--- src/hdl/ebspm_map.svh ---
`ifndef EBSPM_MAP_SVH
`define EBSPM_MAP_SVH

// register byte addresses, ports sit at a stride of 0x10
`define EBSPM_OFS_DATA 4'h0
`define EBSPM_OFS_DIR 4'h4
`define EBSPM_OFS_PULL 4'h8
`define EBSPM_OFS_LEVEL 4'hC
`define EBSPM_PORT_COUNT 4'h5
`define EBSPM_ADDR_CTRL 8'h50
`define EBSPM_ADDR_UACTL 8'h54
`define EBSPM_ADDR_OWN_LO 8'h58
`define EBSPM_ADDR_OWN_HI 8'h5C

// reset values and the port four write mask
`define EBSPM_CTRL_RST 7'h00
`define EBSPM_UACTL_RST 8'h00
`define EBSPM_PORT_RST 8'h00
`define EBSPM_P4_MASK 8'h0F

// bus control field positions
`define EBSPM_CTRL_EXT_EN 0
`define EBSPM_CTRL_BUS16 1
`define EBSPM_CTRL_WRL_EN 2
`define EBSPM_CTRL_WRH_EN 3
`define EBSPM_CTRL_HOLD_EN 4
`define EBSPM_CTRL_RDY_EN 5
`define EBSPM_CTRL_CLK_EN 6
`define EBSPM_CTRL_WIDTH 7

// pin indices in the flat pin vector
`define EBSPM_PIN_COUNT 36
`define EBSPM_PIN_P3 24
`define EBSPM_PIN_P4 32

`endif

--- src/hdl/ebspm_pkg.sv ---
`include "ebspm_map.svh"

package ebspm_pkg;

  // bus function enables
  typedef struct packed {
    logic clk_en;
    logic rdy_en;
    logic hold_en;
    logic wrh_en;
    logic wrl_en;
    logic bus16;
    logic ext_en;
  } ebspm_ctrl_t;

  // whole state of the pin multiplexer
  typedef struct packed {
    logic [4:0][7:0] pdata;
    logic [4:0][7:0] pdir;
    logic [4:0][7:0] ppull;
    ebspm_ctrl_t ctrl;
    logic [7:0] uactl;
    logic [31:0] rdata;
    logic [`EBSPM_PIN_COUNT-1:0] drive;
    logic [`EBSPM_PIN_COUNT-1:0] oe;
    logic [`EBSPM_PIN_COUNT-1:0] pull;
  } ebspm_state_t;

endpackage

--- src/hdl/ebspm_pin_mux.sv ---
// The implementer's own choices: the register addresses and the plain strobed port.
`timescale 1ns/1ns
`default_nettype none

`include "ebspm_map.svh"

module ebspm_pin_mux
  import ebspm_pkg::*;
(
  // clock and reset
  input wire logic clk_sys,
  input wire logic resetn,
  // register port
  input wire logic [7:0] reg_addr,
  input wire logic [31:0] reg_wdata,
  input wire logic reg_wr,
  input wire logic reg_rd,
  output logic [31:0] reg_rdata,
  // port zero pins
  input wire logic [7:0] port_zero_pins_level,
  output logic [7:0] port_zero_pins_drive,
  output logic [7:0] port_zero_pins_oe,
  output logic [7:0] port_zero_pins_pull,
  // port one pins
  input wire logic [7:0] port_one_pins_level,
  output logic [7:0] port_one_pins_drive,
  output logic [7:0] port_one_pins_oe,
  output logic [7:0] port_one_pins_pull,
  // port two pins
  input wire logic [7:0] port_two_pins_level,
  output logic [7:0] port_two_pins_drive,
  output logic [7:0] port_two_pins_oe,
  output logic [7:0] port_two_pins_pull,
  // port three pins: strobes and handshakes
  input wire logic [7:0] port_three_pins_level,
  output logic [7:0] port_three_pins_drive,
  output logic [7:0] port_three_pins_oe,
  output logic [7:0] port_three_pins_pull,
  // port four pins: first uart and serial inputs
  input wire logic [3:0] port_four_pins_level,
  output logic [3:0] port_four_pins_drive,
  output logic [3:0] port_four_pins_oe,
  // bus engine: address and data
  input wire logic [15:0] muxed_addr_data_out,
  input wire logic muxed_addr_data_oe,
  output logic [15:0] muxed_addr_data_in,
  input wire logic [7:0] upper_address_lines,
  // bus engine: strobes and clock
  input wire logic bus_ale,
  input wire logic bus_read_strobe,
  input wire logic bus_write_strobe,
  input wire logic bus_lane_low,
  input wire logic bus_lane_high,
  input wire logic bus_clock,
  // bus engine: hold and ready
  input wire logic bus_hold_acknowledge,
  output logic bus_hold_request,
  output logic bus_ready,
  output logic ext_bus_enabled,
  output logic bus_wide,
  // first uart
  input wire logic uart_a_serial_out,
  input wire logic uart_a_sout_en,
  input wire logic uart_a_serial_clock_out,
  input wire logic uart_a_sclk_en,
  output logic uart_a_serial_clock_in,
  output logic uart_a_serial_in,
  // second uart
  output logic uart_b_serial_in
);

  // layout of the flat pin vector
  localparam int NPIN = `EBSPM_PIN_COUNT;
  localparam int P3 = `EBSPM_PIN_P3;
  localparam int P4 = `EBSPM_PIN_P4;

  // registered state and its next value
  ebspm_state_t st_r;
  ebspm_state_t st_nxt;

  // per-pin views of function, port and cell
  logic [NPIN-1:0] pad_level;
  logic [NPIN-1:0] pin_sync;
  logic [NPIN-1:0] fn_sel;
  logic [NPIN-1:0] fn_out;
  logic [NPIN-1:0] fn_oe;
  logic [NPIN-1:0] gpio_out;
  logic [NPIN-1:0] gpio_dir;
  logic [NPIN-1:0] gpio_pull;
  logic [NPIN-1:0] cell_drive;
  logic [NPIN-1:0] cell_oe;
  logic [NPIN-1:0] cell_pull;
  logic ext_on;
  logic wrl_level;
  logic wrh_level;

  // pad levels gathered in pin order
  assign pad_level = {port_four_pins_level, port_three_pins_level,
                      port_two_pins_level, port_one_pins_level,
                      port_zero_pins_level};

  // every pad level is synchronised before use
  ebspm_sync #(
    .WIDTH(NPIN)
  ) u_sync (
    .clk_sys(clk_sys),
    .resetn(resetn),
    .async_in(pad_level),
    .sync_out(pin_sync)
  );

  assign ext_on = st_r.ctrl.ext_en;

  // write strobe lanes: 16-bit splits, 8-bit uses one lane
  always_comb begin
    if (st_r.ctrl.bus16) begin
      wrl_level = bus_write_strobe & bus_lane_low;
      wrh_level = bus_write_strobe & bus_lane_high;
    end else begin
      wrl_level = bus_write_strobe;
      wrh_level = 1'b0;
    end
  end

  // function selection for every shared pin
  always_comb begin
    fn_sel = '0;
    fn_out = '0;
    fn_oe = '0;
    // address/data bytes
    fn_sel[7:0] = {8{ext_on}};
    fn_out[7:0] = muxed_addr_data_out[7:0];
    fn_oe[7:0] = {8{muxed_addr_data_oe}};
    fn_sel[15:8] = {8{ext_on}};
    fn_out[15:8] = muxed_addr_data_out[15:8];
    fn_oe[15:8] = {8{muxed_addr_data_oe}};
    // upper address lines, per bit
    fn_sel[23:16] = {8{ext_on}} & ~st_r.uactl;
    fn_out[23:16] = upper_address_lines;
    fn_oe[23:16] = 8'hFF;
    // address latch and read strobe
    fn_sel[P3] = ext_on;
    fn_out[P3] = bus_ale;
    fn_oe[P3] = 1'b1;
    fn_sel[P3+1] = ext_on;
    fn_out[P3+1] = bus_read_strobe;
    fn_oe[P3+1] = 1'b1;
    // write strobes
    fn_sel[P3+2] = ext_on & st_r.ctrl.wrl_en;
    fn_out[P3+2] = wrl_level;
    fn_oe[P3+2] = 1'b1;
    fn_sel[P3+3] = ext_on & st_r.ctrl.bus16 & st_r.ctrl.wrh_en;
    fn_out[P3+3] = wrh_level;
    fn_oe[P3+3] = 1'b1;
    // hold request is an input, port driver stays off
    fn_sel[P3+4] = ext_on & st_r.ctrl.hold_en;
    fn_out[P3+4] = 1'b0;
    fn_oe[P3+4] = 1'b0;
    fn_sel[P3+5] = ext_on & st_r.ctrl.hold_en;
    fn_out[P3+5] = bus_hold_acknowledge;
    fn_oe[P3+5] = 1'b1;
    // ready is an input
    fn_sel[P3+6] = ext_on & st_r.ctrl.rdy_en;
    fn_out[P3+6] = 1'b0;
    fn_oe[P3+6] = 1'b0;
    fn_sel[P3+7] = ext_on & st_r.ctrl.clk_en;
    fn_out[P3+7] = bus_clock;
    fn_oe[P3+7] = 1'b1;
    // first uart data and clock
    fn_sel[P4] = uart_a_sout_en;
    fn_out[P4] = uart_a_serial_out;
    fn_oe[P4] = 1'b1;
    fn_sel[P4+1] = uart_a_sclk_en;
    fn_out[P4+1] = uart_a_serial_clock_out;
    fn_oe[P4+1] = 1'b1;
    // serial inputs never take the pin away from the port
    fn_sel[P4+3:P4+2] = 2'b00;
  end

  // general port values in pin order; port four has no pull-up
  assign gpio_out = {st_r.pdata[4][3:0], st_r.pdata[3], st_r.pdata[2],
                     st_r.pdata[1], st_r.pdata[0]};
  assign gpio_dir = {st_r.pdir[4][3:0], st_r.pdir[3], st_r.pdir[2],
                     st_r.pdir[1], st_r.pdir[0]};
  assign gpio_pull = {4'h0, st_r.ppull[3], st_r.ppull[2],
                      st_r.ppull[1], st_r.ppull[0]};

  // one cell per pin
  genvar gi;
  generate
    for (gi = 0; gi < NPIN; gi++) begin : g_cell
      ebspm_pin_cell u_cell (
        .gpio_out(gpio_out[gi]),
        .gpio_dir(gpio_dir[gi]),
        .gpio_pull(gpio_pull[gi]),
        .fn_sel(fn_sel[gi]),
        .fn_out(fn_out[gi]),
        .fn_oe(fn_oe[gi]),
        .pad_drive(cell_drive[gi]),
        .pad_oe(cell_oe[gi]),
        .pad_pull(cell_pull[gi])
      );
    end
  endgenerate

  // register writes, read decode and pad registering
  always_comb begin
    logic [2:0] pidx;
    logic port_hit;
    logic [7:0] wbyte;
    pidx = reg_addr[6:4];
    port_hit = (reg_addr[7:4] < `EBSPM_PORT_COUNT);
    wbyte = reg_wdata[7:0];
    st_nxt = st_r;
    if (pidx == 3'h4) begin
      wbyte = wbyte & `EBSPM_P4_MASK;
    end
    // software writes
    if (reg_wr) begin
      if (port_hit) begin
        unique case (reg_addr[3:0])
          `EBSPM_OFS_DATA: st_nxt.pdata[pidx] = wbyte;
          `EBSPM_OFS_DIR: st_nxt.pdir[pidx] = wbyte;
          `EBSPM_OFS_PULL: st_nxt.ppull[pidx] = wbyte;
          default: ;
        endcase
      end else if (reg_addr == `EBSPM_ADDR_CTRL) begin
        st_nxt.ctrl = reg_wdata[`EBSPM_CTRL_WIDTH-1:0];
      end else if (reg_addr == `EBSPM_ADDR_UACTL) begin
        st_nxt.uactl = reg_wdata[7:0];
      end
    end
    // read data stands for the one cycle after the strobe
    st_nxt.rdata = 32'h0000_0000;
    if (reg_rd) begin
      if (port_hit) begin
        unique case (reg_addr[3:0])
          `EBSPM_OFS_DATA: st_nxt.rdata[7:0] = st_r.pdata[pidx];
          `EBSPM_OFS_DIR: st_nxt.rdata[7:0] = st_r.pdir[pidx];
          `EBSPM_OFS_PULL: st_nxt.rdata[7:0] = st_r.ppull[pidx];
          `EBSPM_OFS_LEVEL: begin
            if (pidx == 3'h4) begin
              st_nxt.rdata[3:0] = pin_sync[P4+3:P4];
            end else begin
              st_nxt.rdata[7:0] = pin_sync[pidx*8 +: 8];
            end
          end
          default: ;
        endcase
      end else if (reg_addr == `EBSPM_ADDR_CTRL) begin
        st_nxt.rdata[`EBSPM_CTRL_WIDTH-1:0] = st_r.ctrl;
      end else if (reg_addr == `EBSPM_ADDR_UACTL) begin
        st_nxt.rdata[7:0] = st_r.uactl;
      end else if (reg_addr == `EBSPM_ADDR_OWN_LO) begin
        st_nxt.rdata = fn_sel[31:0];
      end else if (reg_addr == `EBSPM_ADDR_OWN_HI) begin
        st_nxt.rdata[3:0] = fn_sel[NPIN-1:32];
      end
    end
    // pad outputs come from flip-flops
    st_nxt.drive = cell_drive;
    st_nxt.oe = cell_oe;
    st_nxt.pull = cell_pull;
  end

  always_ff @(posedge clk_sys or negedge resetn) begin
    if (!resetn) begin
      st_r.pdata <= {5{`EBSPM_PORT_RST}};
      st_r.pdir <= {5{`EBSPM_PORT_RST}};
      st_r.ppull <= {5{`EBSPM_PORT_RST}};
      st_r.ctrl <= `EBSPM_CTRL_RST;
      st_r.uactl <= `EBSPM_UACTL_RST;
      st_r.rdata <= 32'h0000_0000;
      st_r.drive <= '0;
      st_r.oe <= '0;
      st_r.pull <= '0;
    end else begin
      st_r <= st_nxt;
    end
  end

  // register read port
  assign reg_rdata = st_r.rdata;

  // port zero pads, straight from flip-flops
  assign port_zero_pins_drive = st_r.drive[7:0];
  assign port_zero_pins_oe = st_r.oe[7:0];
  assign port_zero_pins_pull = st_r.pull[7:0];

  // port one pads
  assign port_one_pins_drive = st_r.drive[15:8];
  assign port_one_pins_oe = st_r.oe[15:8];
  assign port_one_pins_pull = st_r.pull[15:8];

  // port two pads
  assign port_two_pins_drive = st_r.drive[23:16];
  assign port_two_pins_oe = st_r.oe[23:16];
  assign port_two_pins_pull = st_r.pull[23:16];

  // port three pads
  assign port_three_pins_drive = st_r.drive[31:24];
  assign port_three_pins_oe = st_r.oe[31:24];
  assign port_three_pins_pull = st_r.pull[31:24];

  // port four pads have no pull-up
  assign port_four_pins_drive = st_r.drive[NPIN-1:32];
  assign port_four_pins_oe = st_r.oe[NPIN-1:32];

  // synced address/data back to the bus engine
  assign muxed_addr_data_in = pin_sync[15:0];

  // hold and ready answer only when their function owns the pin
  assign bus_hold_request = fn_sel[P3+4] & pin_sync[P3+4];
  assign bus_ready = fn_sel[P3+6] ? pin_sync[P3+6] : 1'b1;

  // control bits the bus engine needs
  assign ext_bus_enabled = st_r.ctrl.ext_en;
  assign bus_wide = st_r.ctrl.bus16;

  // synced serial pins seen by the uarts
  assign uart_a_serial_clock_in = pin_sync[P4+1];
  assign uart_a_serial_in = pin_sync[P4+2];
  assign uart_b_serial_in = pin_sync[P4+3];

endmodule

`default_nettype wire

--- src/hdl/ebspm_sync.sv ---
`timescale 1ns/1ns
`default_nettype none

module ebspm_sync #(
  parameter int WIDTH = 8
) (
  // clock and reset
  input wire logic clk_sys,
  input wire logic resetn,
  // levels
  input wire logic [WIDTH-1:0] async_in,
  output logic [WIDTH-1:0] sync_out
);

  typedef struct packed {
    logic [WIDTH-1:0] s1;
    logic [WIDTH-1:0] s2;
  } ebspm_sync_st_t;

  ebspm_sync_st_t st_r;
  ebspm_sync_st_t st_nxt;

  // two stages, only the second one is read
  always_comb begin
    st_nxt.s1 = async_in;
    st_nxt.s2 = st_r.s1;
  end

  always_ff @(posedge clk_sys or negedge resetn) begin
    if (!resetn) begin
      st_r <= '0;
    end else begin
      st_r <= st_nxt;
    end
  end

  assign sync_out = st_r.s2;

endmodule

`default_nettype wire

--- src/hdl/ebspm_pin_cell.sv ---
`timescale 1ns/1ns
`default_nettype none

module ebspm_pin_cell (
  // general port side
  input wire logic gpio_out,
  input wire logic gpio_dir,
  input wire logic gpio_pull,
  // function side
  input wire logic fn_sel,
  input wire logic fn_out,
  input wire logic fn_oe,
  // pad side
  output logic pad_drive,
  output logic pad_oe,
  output logic pad_pull
);

  // owning function cuts off port driver and pull-up
  assign pad_drive = fn_sel ? fn_out : gpio_out;
  assign pad_oe = fn_sel ? fn_oe : gpio_dir;
  assign pad_pull = ~fn_sel & ~gpio_dir & gpio_pull;

endmodule

`default_nettype wire

--- config.mk ---
export PLATFORM = sky130hd
export DESIGN_NAME = ebspm_pin_mux
export DESIGN_NICKNAME = d
export VERILOG_FILES = /design/src/hdl/ebspm_pkg.sv /design/src/hdl/ebspm_pin_mux.sv /design/src/hdl/ebspm_sync.sv /design/src/hdl/ebspm_pin_cell.sv
export VERILOG_INCLUDE_DIRS = /design/src /design/src/hdl
export SDC_FILE = /design/constraint.sdc
export NUM_CORES = 1
export LEC_CHECK = 0
export ABC_AREA = 1
export BUFFER_PORTS_ARGS = -buffer_cell sky130_fd_sc_hd__clkbuf_2
export CAP_MARGIN = 20
export CORE_UTILIZATION = 51
export DETAILED_ROUTE_END_ITERATION = 10
export PLACE_DENSITY = 0.77
export SLEW_MARGIN = 5
export SYNTH_ARGS = -nofsm -noshare
export SYNTH_HDL_FRONTEND = slang
export SYNTH_HIERARCHICAL = 1
export SYNTH_SLANG_ARGS = --single-unit
--- constraint.sdc ---
create_clock -name clk_sys -period 2.6 [get_ports clk_sys]
set_clock_uncertainty 0.05 [all_clocks]
set_input_delay 0 -clock clk_sys [delete_from_list [all_inputs] [get_ports clk_sys]]
set_output_delay 0 -clock clk_sys [all_outputs]
set_load 0.01 [all_outputs]
# --- Yosys cells after proc, flatten, opt, wreduce, memory -nomap -nowiden ---
# Cells that the tools add are included.
word_totals:
  reg_bits: 343
  in_bits: 116
classes:
  magnitude_cmp: 3
  eq_ne: 8
  n_shift: 1
  muxes: 96
  bitwise: 123
  n_reduce_logical: 7
op_table:
  columns: ["cell", "n"]
  rows:
  - ["$bwmux 40", 3]
  - ["$and 1x1->1", 73]
  - ["$bmux 8 s3", 3]
  - ["$mux 1", 71]
  - ["$mux 8", 7]
  - ["$mux 24", 2]
  - ["$not 1->1", 48]
  - ["$shiftx 36x7->8", 1]
  - ["$eq 8x7->1 const B", 4]
  - ["$mux 32", 1]
  - ["$pmux 8 s4", 1]
  - ["$mux 28", 1]
  - ["$mux 25", 1]
  - ["$demux 8 s3", 1]
  - ["$mux 4", 3]
  - ["$reduce_and 3->1", 4]
  - ["$and 8x8->8", 1]
  - ["$eq 4x4->1 const B", 2]
  - ["$not 8->8", 1]
  - ["$mux 7", 1]
  - ["$eq 4x3->1 const B", 1]
  - ["$logic_not 4->1", 1]
  - ["$lt 3x4->1 const B", 1]
  - ["$lt 4x3->1 const B", 1]
  - ["other kinds (5)", 5]

# --- Depth between registers and ports, before layout ---
# Gate-level depths: netlist of run 1.
depth:
  depth_word: 7
  depth_mapped: 12
  depth_no_buf: 11

# --- Hierarchy ---
# The synthesis of run 1 kept the hierarchy.
modules_own_cells:
  columns: ["module", "n_inst", "cells_per_inst", "area_each_um2", "seq_area_each_um2"]
  rows:
  - ["ebspm_pin_mux", 1, 1333, 11456.0, 6531.3]
  - ["ebspm_sync", 1, 72, 1801.7, 1801.7]
  - ["ebspm_pin_cell", 36, 11, 46.3, 0.0]

# --- Least setup slack after synthesis of run 1 ---
# No wires, ideal clock.
synth_path:
  path_type: "register to register"
  from: "register st_r (netlist bit ext_bus_enabled)"
  to: "register st_r (netlist bit reg_rdata[17])"
  setup_ps: 72
  arrival_time_ps: 2304
  setup_slack_ps: 174
  path_stages_with_launch: 7
  path_buffers: 2
  cell_sequence: "dfrtp_1 -> clkbuf_1 -> nand3_2 -> nor2_2 -> inv_2 -> buf_2 -> nor2_1"
synth_rtl:
  columns: ["item", "line", "text"]
  rows:
  - ["start, declared", "ebspm_pin_mux.sv:78", "ebspm_state_t st_r;"]
  - ["start signal, assigned", "ebspm_pin_mux.sv:278", "st_r <= st_nxt;"]

==> results of run 1 <==
## final timing paths
check                                            start                              end  slack (ns)  cells after the start
hold reg to reg            u_sync/st_nxt[35]$_DFF_PN0_    u_sync/sync_out[35]$_DFF_PN0_        0.30                      0
setup / recovery                           reg_addr[2]           reg_rdata[1]$_DFF_PN0_        0.12                     14
setup reg to reg           ext_bus_enabled$_DFFE_PN0P_           reg_rdata[1]$_DFF_PN0_        0.18                      8
max in group asynchronous                       resetn        gpio_pull[21]$_DFFE_PN0P_        1.63                      3
hold / removal                                  resetn  port_one_pins_pull[6]$_DFF_PN0_       0.009                      2
min in group clk_sys                       reg_addr[3]          reg_rdata[27]$_DFF_PN0_        0.03                      6
## what timing repair did
item / CTS / global route
resized for setup: 0 / 8
endpoints found under the hold margin: 456 / 0
setup endpoints to repair: 0 / 1
buffers inserted: 0 / 7
hold buffers: 89 / 0
## layer usage
layer | routed length [µm] | vias up | GRT usage
met5 | 0 | - | 0
met4 | 1542 | 0 | 0.1120
met3 | 3383 | 98 | 0.06574
met2 | 18090 | 504 | 0.4232
met1 | 16850 | 5571 | 0.3639
li1 | - | 5702 | -
## report_power, final
part | internal, mW | switching (mW) | leakage [nW]
Combinational | 0.378 | 0.655 | 4.63
Clock | 2.86 | 2.08 | 0.561
Sequential | 5.39 | 0.130 | 4.39
Total | 8.63 | 2.87 | 9.58
## stage by stage
step                      setup WS [ns]  power (mW)  instance area, µm²  std cells
after global routing            0.01509       11.90               17740       2434
after global placement           0.5167       6.490               15610       2275
after floorplan                  0.1743       6.144               14950       1813
final                            0.1242       11.49               17740       2434
after CTS                       0.08108       11.55               17650       2427
after detailed placement         0.4666       6.517               15610       2275
## registers in the layout, summed over array words and instances (netlist names), 4 cells and up
| signal | flops |
|---|---|
| port_zero_pins_pull | 8 |
| st_r | 29 |
| port_two_pins_oe | 8 |
| gpio_dir | 36 |
| port_two_pins_drive | 8 |
| u_sync/st_nxt | 36 |
| port_three_pins_pull | 8 |
| reg_rdata | 22 |
| gpio_pull | 32 |
| port_zero_pins_oe | 8 |
| port_three_pins_drive | 8 |
| u_sync/sync_out | 36 |
| port_four_pins_drive | 4 |
| port_one_pins_oe | 8 |
| port_three_pins_oe | 8 |
| port_one_pins_pull | 8 |
| port_two_pins_pull | 8 |
| port_four_pins_oe | 4 |
| port_one_pins_drive | 8 |
| port_zero_pins_drive | 8 |
| gpio_out | 36 |
## cell type report
cell class	count	area share
clock buffers	47	0.05706
repair buffers	358	0.1331
inverters	209	0.04444
multi-input cells	1087	0.2608
well taps	384	0.02708
clock inverters	16	0.007547
flip-flops and latches	333	0.4700
## worst register-to-register path, cell delays in order, from the launching register on
cell	delay, ns
dfrtp_4	0.63
nand3_4	0.15
nand3_1	0.09
nand2_1	0.05
nand2_1	0.05
nand2_1	0.04
dlygate4sd3_1	0.55
a21oi_1	0.17
dlygate4sd3_1	0.58
==> out/metrics.cfg, run 1 <==
[grt]
gr-total-overflow = 0
first_global_vias = 11740
antenna_found_initial = 0
grt_max_degree = 86
grt_pass1_wl_um = 62450
globalRouteTotalUtil = 0.2710

[drt]
dr.pass1.iters = 5
drc = 0
routedWlPerCell_um = 16.38
drt_wl_total_um = 39860
ant_nets = 0
drt_iter0_drc = 1052
vias = 11875
viasPerCell = 4.879

[floorplan]
core-area_um2 = 28700
die_x_um = 172.6
ioPinCount = 275
die_area_um2 = 29790
start_util = 0.5172
die_h_um = 172.6
rows = 62

[setup_path]
cp_common_cell = nand2_1
critPathSlowestCell = dlygate4sd3_1
crit_chain = dlygate4sd3_1 -> clkbuf_2 -> inv_1 -> nand2_1 -> nor2_1 -> buf_6 -> nand3_4 -> nand3_1 -> nand2_1 -> nand2_1 -> nand2_1 -> dlygate4sd3_1 -> a21oi_1 -> dlygate4sd3_1
max_stage_delay_ns = 0.58
path_max_fanout = 11
end_kind = flip-flop
critPathTopFamily = buffers and inverters
cp.buffers_inverters = 6
required_ns = 3.00
critPathKind = in -> reg
start_kind = primary input
critPathArrivalTime_ns = 2.88

[layout]
nFillCells = 2424
n_antenna_cell = 0
num-nets-final = 2140
post-route-util = 0.6180
area_growth_pct = 19.50
final_common_cell = nand2_1
multi_input_area_um2 = 4627
drive_above_1_share = 0.2278
seq_area_um2 = 8337
layout_common_cells = nand2_1 (706), dfrtp_1 (332), clkbuf_2 (249)

[clock_tree]
clkLatencyLatePin_ns = 0.53
clk_root_buffer_cell = clkbuf_16
cts_buffers = 35
clkTransAtPathRegs_ns = 0.06
cts_sinks = 333
cts_tree = yes
htree_num_levels = 2
clockBufferDepth = 3

[timing]
maxSlewViolCount = 0
rsz0062_at_grt = no
finalSetupViolations = 0
holdWs_ns = 0.009494
max_freq_ghz = 0.4039
finalHoldViolations = 0
fin_crit_ns = 2.476
relSlewSlack = 0.4199
setup-tns-final_ns = 0
worst_slew_pin_slew_ns = 0.8693
period_share = 0.9522

[logic_synthesis]
syn_inst = 1785
syn_area_um2 = 14840
yosys_warnings = 6
synth_area_per_cell_um2 = 8.316

[place]
gp_congestion = 0.9359
portBuffers = 250
place_hpwl_um = 27160

[power]
leakage_nw = 9.580
power_density_nw_per_um2 = 647.9
ir_drop_mv = 0.5364

[flow_run]
maxCapViolations = 0

[run_status]
status = completed

[hold_path]
hp-class = in -> async

Note: power is estimated with default switching activity, not from simulation.
==> inputs of run 2 (changes only) <==
- ABC_AREA: 1 -> not set
- CORE_UTILIZATION: 51 -> 50
- PLACE_DENSITY: 0.77 -> 0.76
- SYNTH_HIERARCHICAL: 1 -> not set
==> out/metrics.cfg, run 2 <==
[logic_synthesis]
async_flop_share = 1.000
syn_area_um2 = 13990
synth_most_common_cell = dfrtp_1
yosys.area.top_type = dfrtp_1
ys_seq_elements = 333
syn_inst = 1060
yosys_most_used_dff = dfrtp_1
ys_types = 46
synth_area_per_cell_um2 = 13.20
syn-num-nets = 1176
yosys_warnings = 0
seq_area_frac_synth = 0.5955
synth.area.top_cells = dfrtp_1 (60%), mux2_2 (13%), buf_4 (8.2%), mux2i_1 (3.2%), o21ai_0 (1.7%)
synth_edf_count = 0
synth_commonest_cells = dfrtp_1 (333), mux2_2 (167), buf_4 (152)
synth_top_area_frac = 0.5955

[setup_path]
start_kind = primary input
path_max_fanout = 8
required_ns = 2.94
critPathArrivalTime_ns = 2.36
rr_worst_depth = 4
r2r-end = reg_rdata[4]$_DFF_PN0_
r2r_start = u_sync.sync_out[28]$_DFF_PN0_
startpoint = reg_addr[0]
end_kind = flip-flop
endpoint = gpio_out[12]$_DFFE_PN0P_
rrSetupSlack_ns = 0.85
critPathKind = in -> reg

[grt]
gr-total-overflow = 0
antenna_found_initial = 1
first_global_vias = 9272
globalRouteTotalUtil = 0.2449
grt_pass1_wl_um = 52820
grt_max_degree = 65

[place]
gp_congestion = 0.8847
place_hpwl_um = 23080
placed_area_um2 = 14690
portBuffers = 250

[power]
switchingPower_mw = 2.622
pwr-share-seq = 0.472
comb_power_share = 0.078
power_density_nw_per_um2 = 693.6
power.total_mw = 11.65
intPower_mw = 9.028
switching_share = 0.2251
leakage_nw = 8.532
p_clk_frac = 0.451
ir_drop_mv = 0.5597

[layout]
n_antenna_cell = 0
num-nets-final = 1388
final_common_cell = dfrtp_1
layout_common_cells = dfrtp_1 (332), clkbuf_2 (248), mux2_2 (167)
drive_above_1_share = 0.4202
final_area_um2 = 16800
area_growth_pct = 20.03

[timing]
holdWs_ns = -0.001730
maxSlewViolCount = 0
max_freq_ghz = 0.4934
setup-tns-final_ns = 0
finalHoldViolations = 2
period_share = 0.7795
fin_crit_ns = 2.027
rsz0062_at_grt = no
relSlewSlack = 0.5090
worst_slew_pin_slew_ns = 0.7350
finalSetupViolations = 0

[flow_run]
maxCapViolations = 0

[drt]
ant_nets = 0
drt_wl_total_um = 33770
vias = 8701
dr.pass1.iters = 5
drc = 0
routedWlPerCell_um = 20.24
viasPerCell = 5.213
drt_iter0_drc = 482

[floorplan]
die_area_um2 = 28660
rows = 60
ioPinCount = 275
start_util = 0.5149
die_h_um = 169.3
die_x_um = 169.3
core-area_um2 = 27180

[clock_tree]
htree_num_levels = 2
cts_tree = yes
cts_setup_buffers = 0
clkTransAtPathRegs_ns = 0.06
clkLatencyLatePin_ns = 0.51
clockBufferDepth = 3
cts_buffers = 35
clk_root_buffer_cell = clkbuf_16
cts_sinks = 333

[run_status]
violations = hold timing
status = finished, violations left

[hold_path]
hp-class = in -> async

==> run 2: cell families after synthesis <==
group	synth area share
flip-flops	0.5955
buffers and inverters	0.1019
multiplexers	0.1738
AND/OR/NAND/NOR	0.08056
AO/OA/AOI/OAI	0.04820
==> run 2: final cells by class <==
cell class / instances / area [µm²]
clock inverters: 17 / 222.7
clock buffers: 45 / 1006
flip-flops and latches: 333 / 8334
well taps: 372 / 465.4
multi-input cells: 504 / 4234
repair buffers: 365 / 2410
inverters: 33 / 123.9
fillers: 2152 / 10380
==> run 2: worst min-delay path by stage <==
stage / depth (start not counted) / start / endpoint
floorplan: 0 / resetn / bus_wide$_DFFE_PN0P_
global placement: 1 / resetn / reg_rdata[18]$_DFF_PN0_
detailed placement: 1 / resetn / port_one_pins_drive[2]$_DFF_PN0_
CTS: 2 / resetn / port_one_pins_drive[2]$_DFF_PN0_
global route: 2 / resetn / reg_rdata[18]$_DFF_PN0_
finish: 2 / resetn / port_one_pins_drive[2]$_DFF_PN0_
==> run 2: worst max-delay path: stages <==
cell           delay (ns)
dlygate4sd3_1        0.56
clkbuf_2             0.13
or2_1                0.26
nor3_2               0.19
nand3_2              0.26
nor2_2               0.54
mux2_2               0.41
==> run 2: metrics by stage <==
step	util	worst slack, ns	cells	hold WS, ns
5_1_grt	0.6180	0.4560	1669	0.03006
3_5_place_dp	0.5404	0.3991	1519	-0.06385
4_1_cts	0.6180	0.5837	1669	0.002551
2_1_floorplan	-	0.9469	1060	-0.3456
6_report	0.6180	0.5734	1669	-0.001730
3_3_place_gp	0.5404	0.4532	1519	-0.06047
==> run 2: power by group through the flow <==
stage	logic, mW	clock network (mW)	registers [mW]
6_report	0.907	5.25	5.49
5_1_grt	0.991	5.55	5.51
4_1_cts	0.908	5.33	5.49
3_5_place_dp	0.799	0	5.58
3_3_place_gp	0.788	0	5.58
2_1_floorplan	0.508	0	5.55
==> run 2: routing by layer <==
layer  global-route usage  share of wire  wire, µm  up-vias
met2               0.4028           0.49     16470      316
li1                     -              -         -     3927
met5                    0              0         0        -
met4              0.08578          0.028       932        0
met1               0.3180           0.42     14020     4393
met3              0.05900          0.070      2354       65
==> run 2: what timing repair did <==
item	4_1_cts	5_1_grt
gates resized for setup	0	0
endpoints found under the hold margin	461	0
hold buffers	88	0
endpoints found under the setup margin	0	0
==> inputs of run 3 (changes only) <==
- CORE_UTILIZATION: 50 -> 55
- PLACE_DENSITY: 0.76 -> 0.8
- clock period: 2.6 -> 1.9 ns (I/O delays scaled with it)
==> out/metrics.cfg, run 3 (synthesis results as in run 2) <==
[run_status]
status = completed

[setup_path]
path_max_fanout = 7
rr_worst_depth = 6
max_stage_delay_ns = 0.58
end_kind = flip-flop
r2r-end = reg_rdata[29]$_DFF_PN0_
required_ns = 2.28
r2r_start = ext_bus_enabled$_DFFE_PN0P_
critPathSlowestCell = dlygate4sd3_1
start_kind = primary input
rrSetupSlack_ns = 0.08
critPathArrivalTime_ns = 2.24
critPathKind = in -> reg
crit_chain = dlygate4sd3_1 -> clkbuf_2 -> nor3_4 -> dlygate4sd3_1 -> buf_4 -> nand3_1 -> buf_4 -> mux2_2
critPathTopFamily = buffers and inverters
cp.buffers_inverters = 5

[timing]
finalSetupViolations = 0
fin_crit_ns = 1.864
period_share = 0.9811
max_freq_ghz = 0.5365
maxSlewViolCount = 0
finalHoldViolations = 0
relSlewSlack = 0.5172
rsz0062_at_grt = yes
worst_slack_ns = 0.03593
worst_slew_pin_slew_ns = 0.7227

[clock_tree]
clk_root_buffer_cell = clkbuf_16
cts_sinks = 333
htree_num_levels = 1
clockBufferDepth = 3
clkLatencyLatePin_ns = 0.56
cts_buffers = 31
clkTransAtPathRegs_ns = 0.06
cts_tree = yes

[grt]
first_global_vias = 9504
grt_max_degree = 61
grt_pass1_wl_um = 54160
gr-total-overflow = 0
globalRouteTotalUtil = 0.2766
antenna_found_initial = 0

[layout]
final_common_cell = dfrtp_1
drive_above_1_share = 0.4367
n_antenna_cell = 0
area_growth_pct = 23.04
nFillCells = 1764
layout_common_cells = dfrtp_1 (332), clkbuf_2 (248), mux2_2 (167)
num-nets-final = 1436
final_area_um2 = 17220

[hold_path]
min_from = port_one_pins_level[2]
whs_path_depth = 2
hp-class = in -> reg
whs_endpoint = u_sync.st_nxt[10]$_DFF_PN0_

[floorplan]
die_h_um = 161.5
rows = 58
core-area_um2 = 25040
die_x_um = 161.5
die_area_um2 = 26080
start_util = 0.5589
ioPinCount = 275

[place]
portBuffers = 250
place_hpwl_um = 23780
gp_congestion = 0.9145
dp_worst_setup_slack_ns = 0.08027
placed_area_um2 = 15070

[drt]
drt_iter0_drc = 496
drc = 0
viasPerCell = 5.387
ant_nets = 0
vias = 9007
dr.pass1.iters = 5
routedWlPerCell_um = 21.50
drt_wl_total_um = 35950

[power]
ir_drop_mv = 0.8568
power_density_nw_per_um2 = 898.4
leakage_nw = 8.789

[flow_run]
maxCapViolations = 0

==> run 3: final cells by class <==
class | count | area (µm²) | area share
Multi-Input combinational cell | 504 | 4253 | 0.2470
Tap cell | 330 | 412.9 | 0.02398
Clock buffer | 45 | 908.4 | 0.05276
Inverter | 33 | 123.9 | 0.007194
Timing Repair Buffer | 417 | 3008 | 0.1747
Sequential cell | 333 | 8334 | 0.4840
Clock inverter | 10 | 177.7 | 0.01032
==> run 3: layer usage <==
metal  vias to the layer above  global-route usage  routed length [µm]
li1                       4016                   -                   -
met1                      4559              0.3470               14060
met2                       361              0.4851               18320
met3                        71             0.05008                2397
met4                         0             0.08962                1171
met5                         -                   0                   0
==> run 3: how the worst max path moves through the flow <==
stage	startpoint	cells past startpoint	end
6_report	reg_addr[3]	8	st_r[151]$_DFFE_PN0P_
5_1_grt	reg_addr[3]	8	st_r[151]$_DFFE_PN0P_
4_1_cts	reg_addr[5]	8	gpio_out[25]$_DFFE_PN0P_
3_5_place_dp	reg_addr[5]	7	gpio_out[2]$_DFFE_PN0P_
3_3_place_gp	reg_addr[4]	6	reg_rdata[6]$_DFF_PN0_
2_1_floorplan	reg_addr[4]	6	gpio_out[10]$_DFFE_PN0P_
==> run 3: stage by stage <==
stage	hold WS, ns	cells	total power [mW]	TNS, ns	util
after floorplan	-0.3456	1060	8.283	0	-
after global placement	-0.02629	1517	8.766	0	0.6020
after detailed placement	-0.02089	1517	8.798	0	0.6020
after CTS	-0.03309	1665	15.46	0	0.6835
after global routing	0.02318	1672	15.96	-0.1474	0.6877
final	0.03176	1672	15.47	0	0.6877
==> run 3: where the power goes <==
| group | total (mW) | internal, mW | switching, mW | leakage, nW |
|---|---|---|---|---|
| registers | 7.52 | 7.37 | 0.154 | 4.44 |
| logic | 1.36 | 0.636 | 0.720 | 3.81 |
| clock network | 6.59 | 3.97 | 2.63 | 0.533 |
==> run 3: repair_timing <==
action / in CTS / in global routing
hold buffers: 91 / 2
endpoints found under the hold margin: 517 / 20
gates resized for setup: 1 / 3
buffers inserted: 1 / 5
setup endpoints to repair: 1 / 49
pin swaps: 0 / 1
gates cloned: 1 / 0
==> run 3: worst reg2reg max path, cell delays in order (launching register included) <==
cell     delay, ns
dfrtp_2       0.41
buf_4         0.16
nor2b_1       0.29
nand3_1       0.15
or2_2         0.39
inv_1         0.16
and2_1        0.15
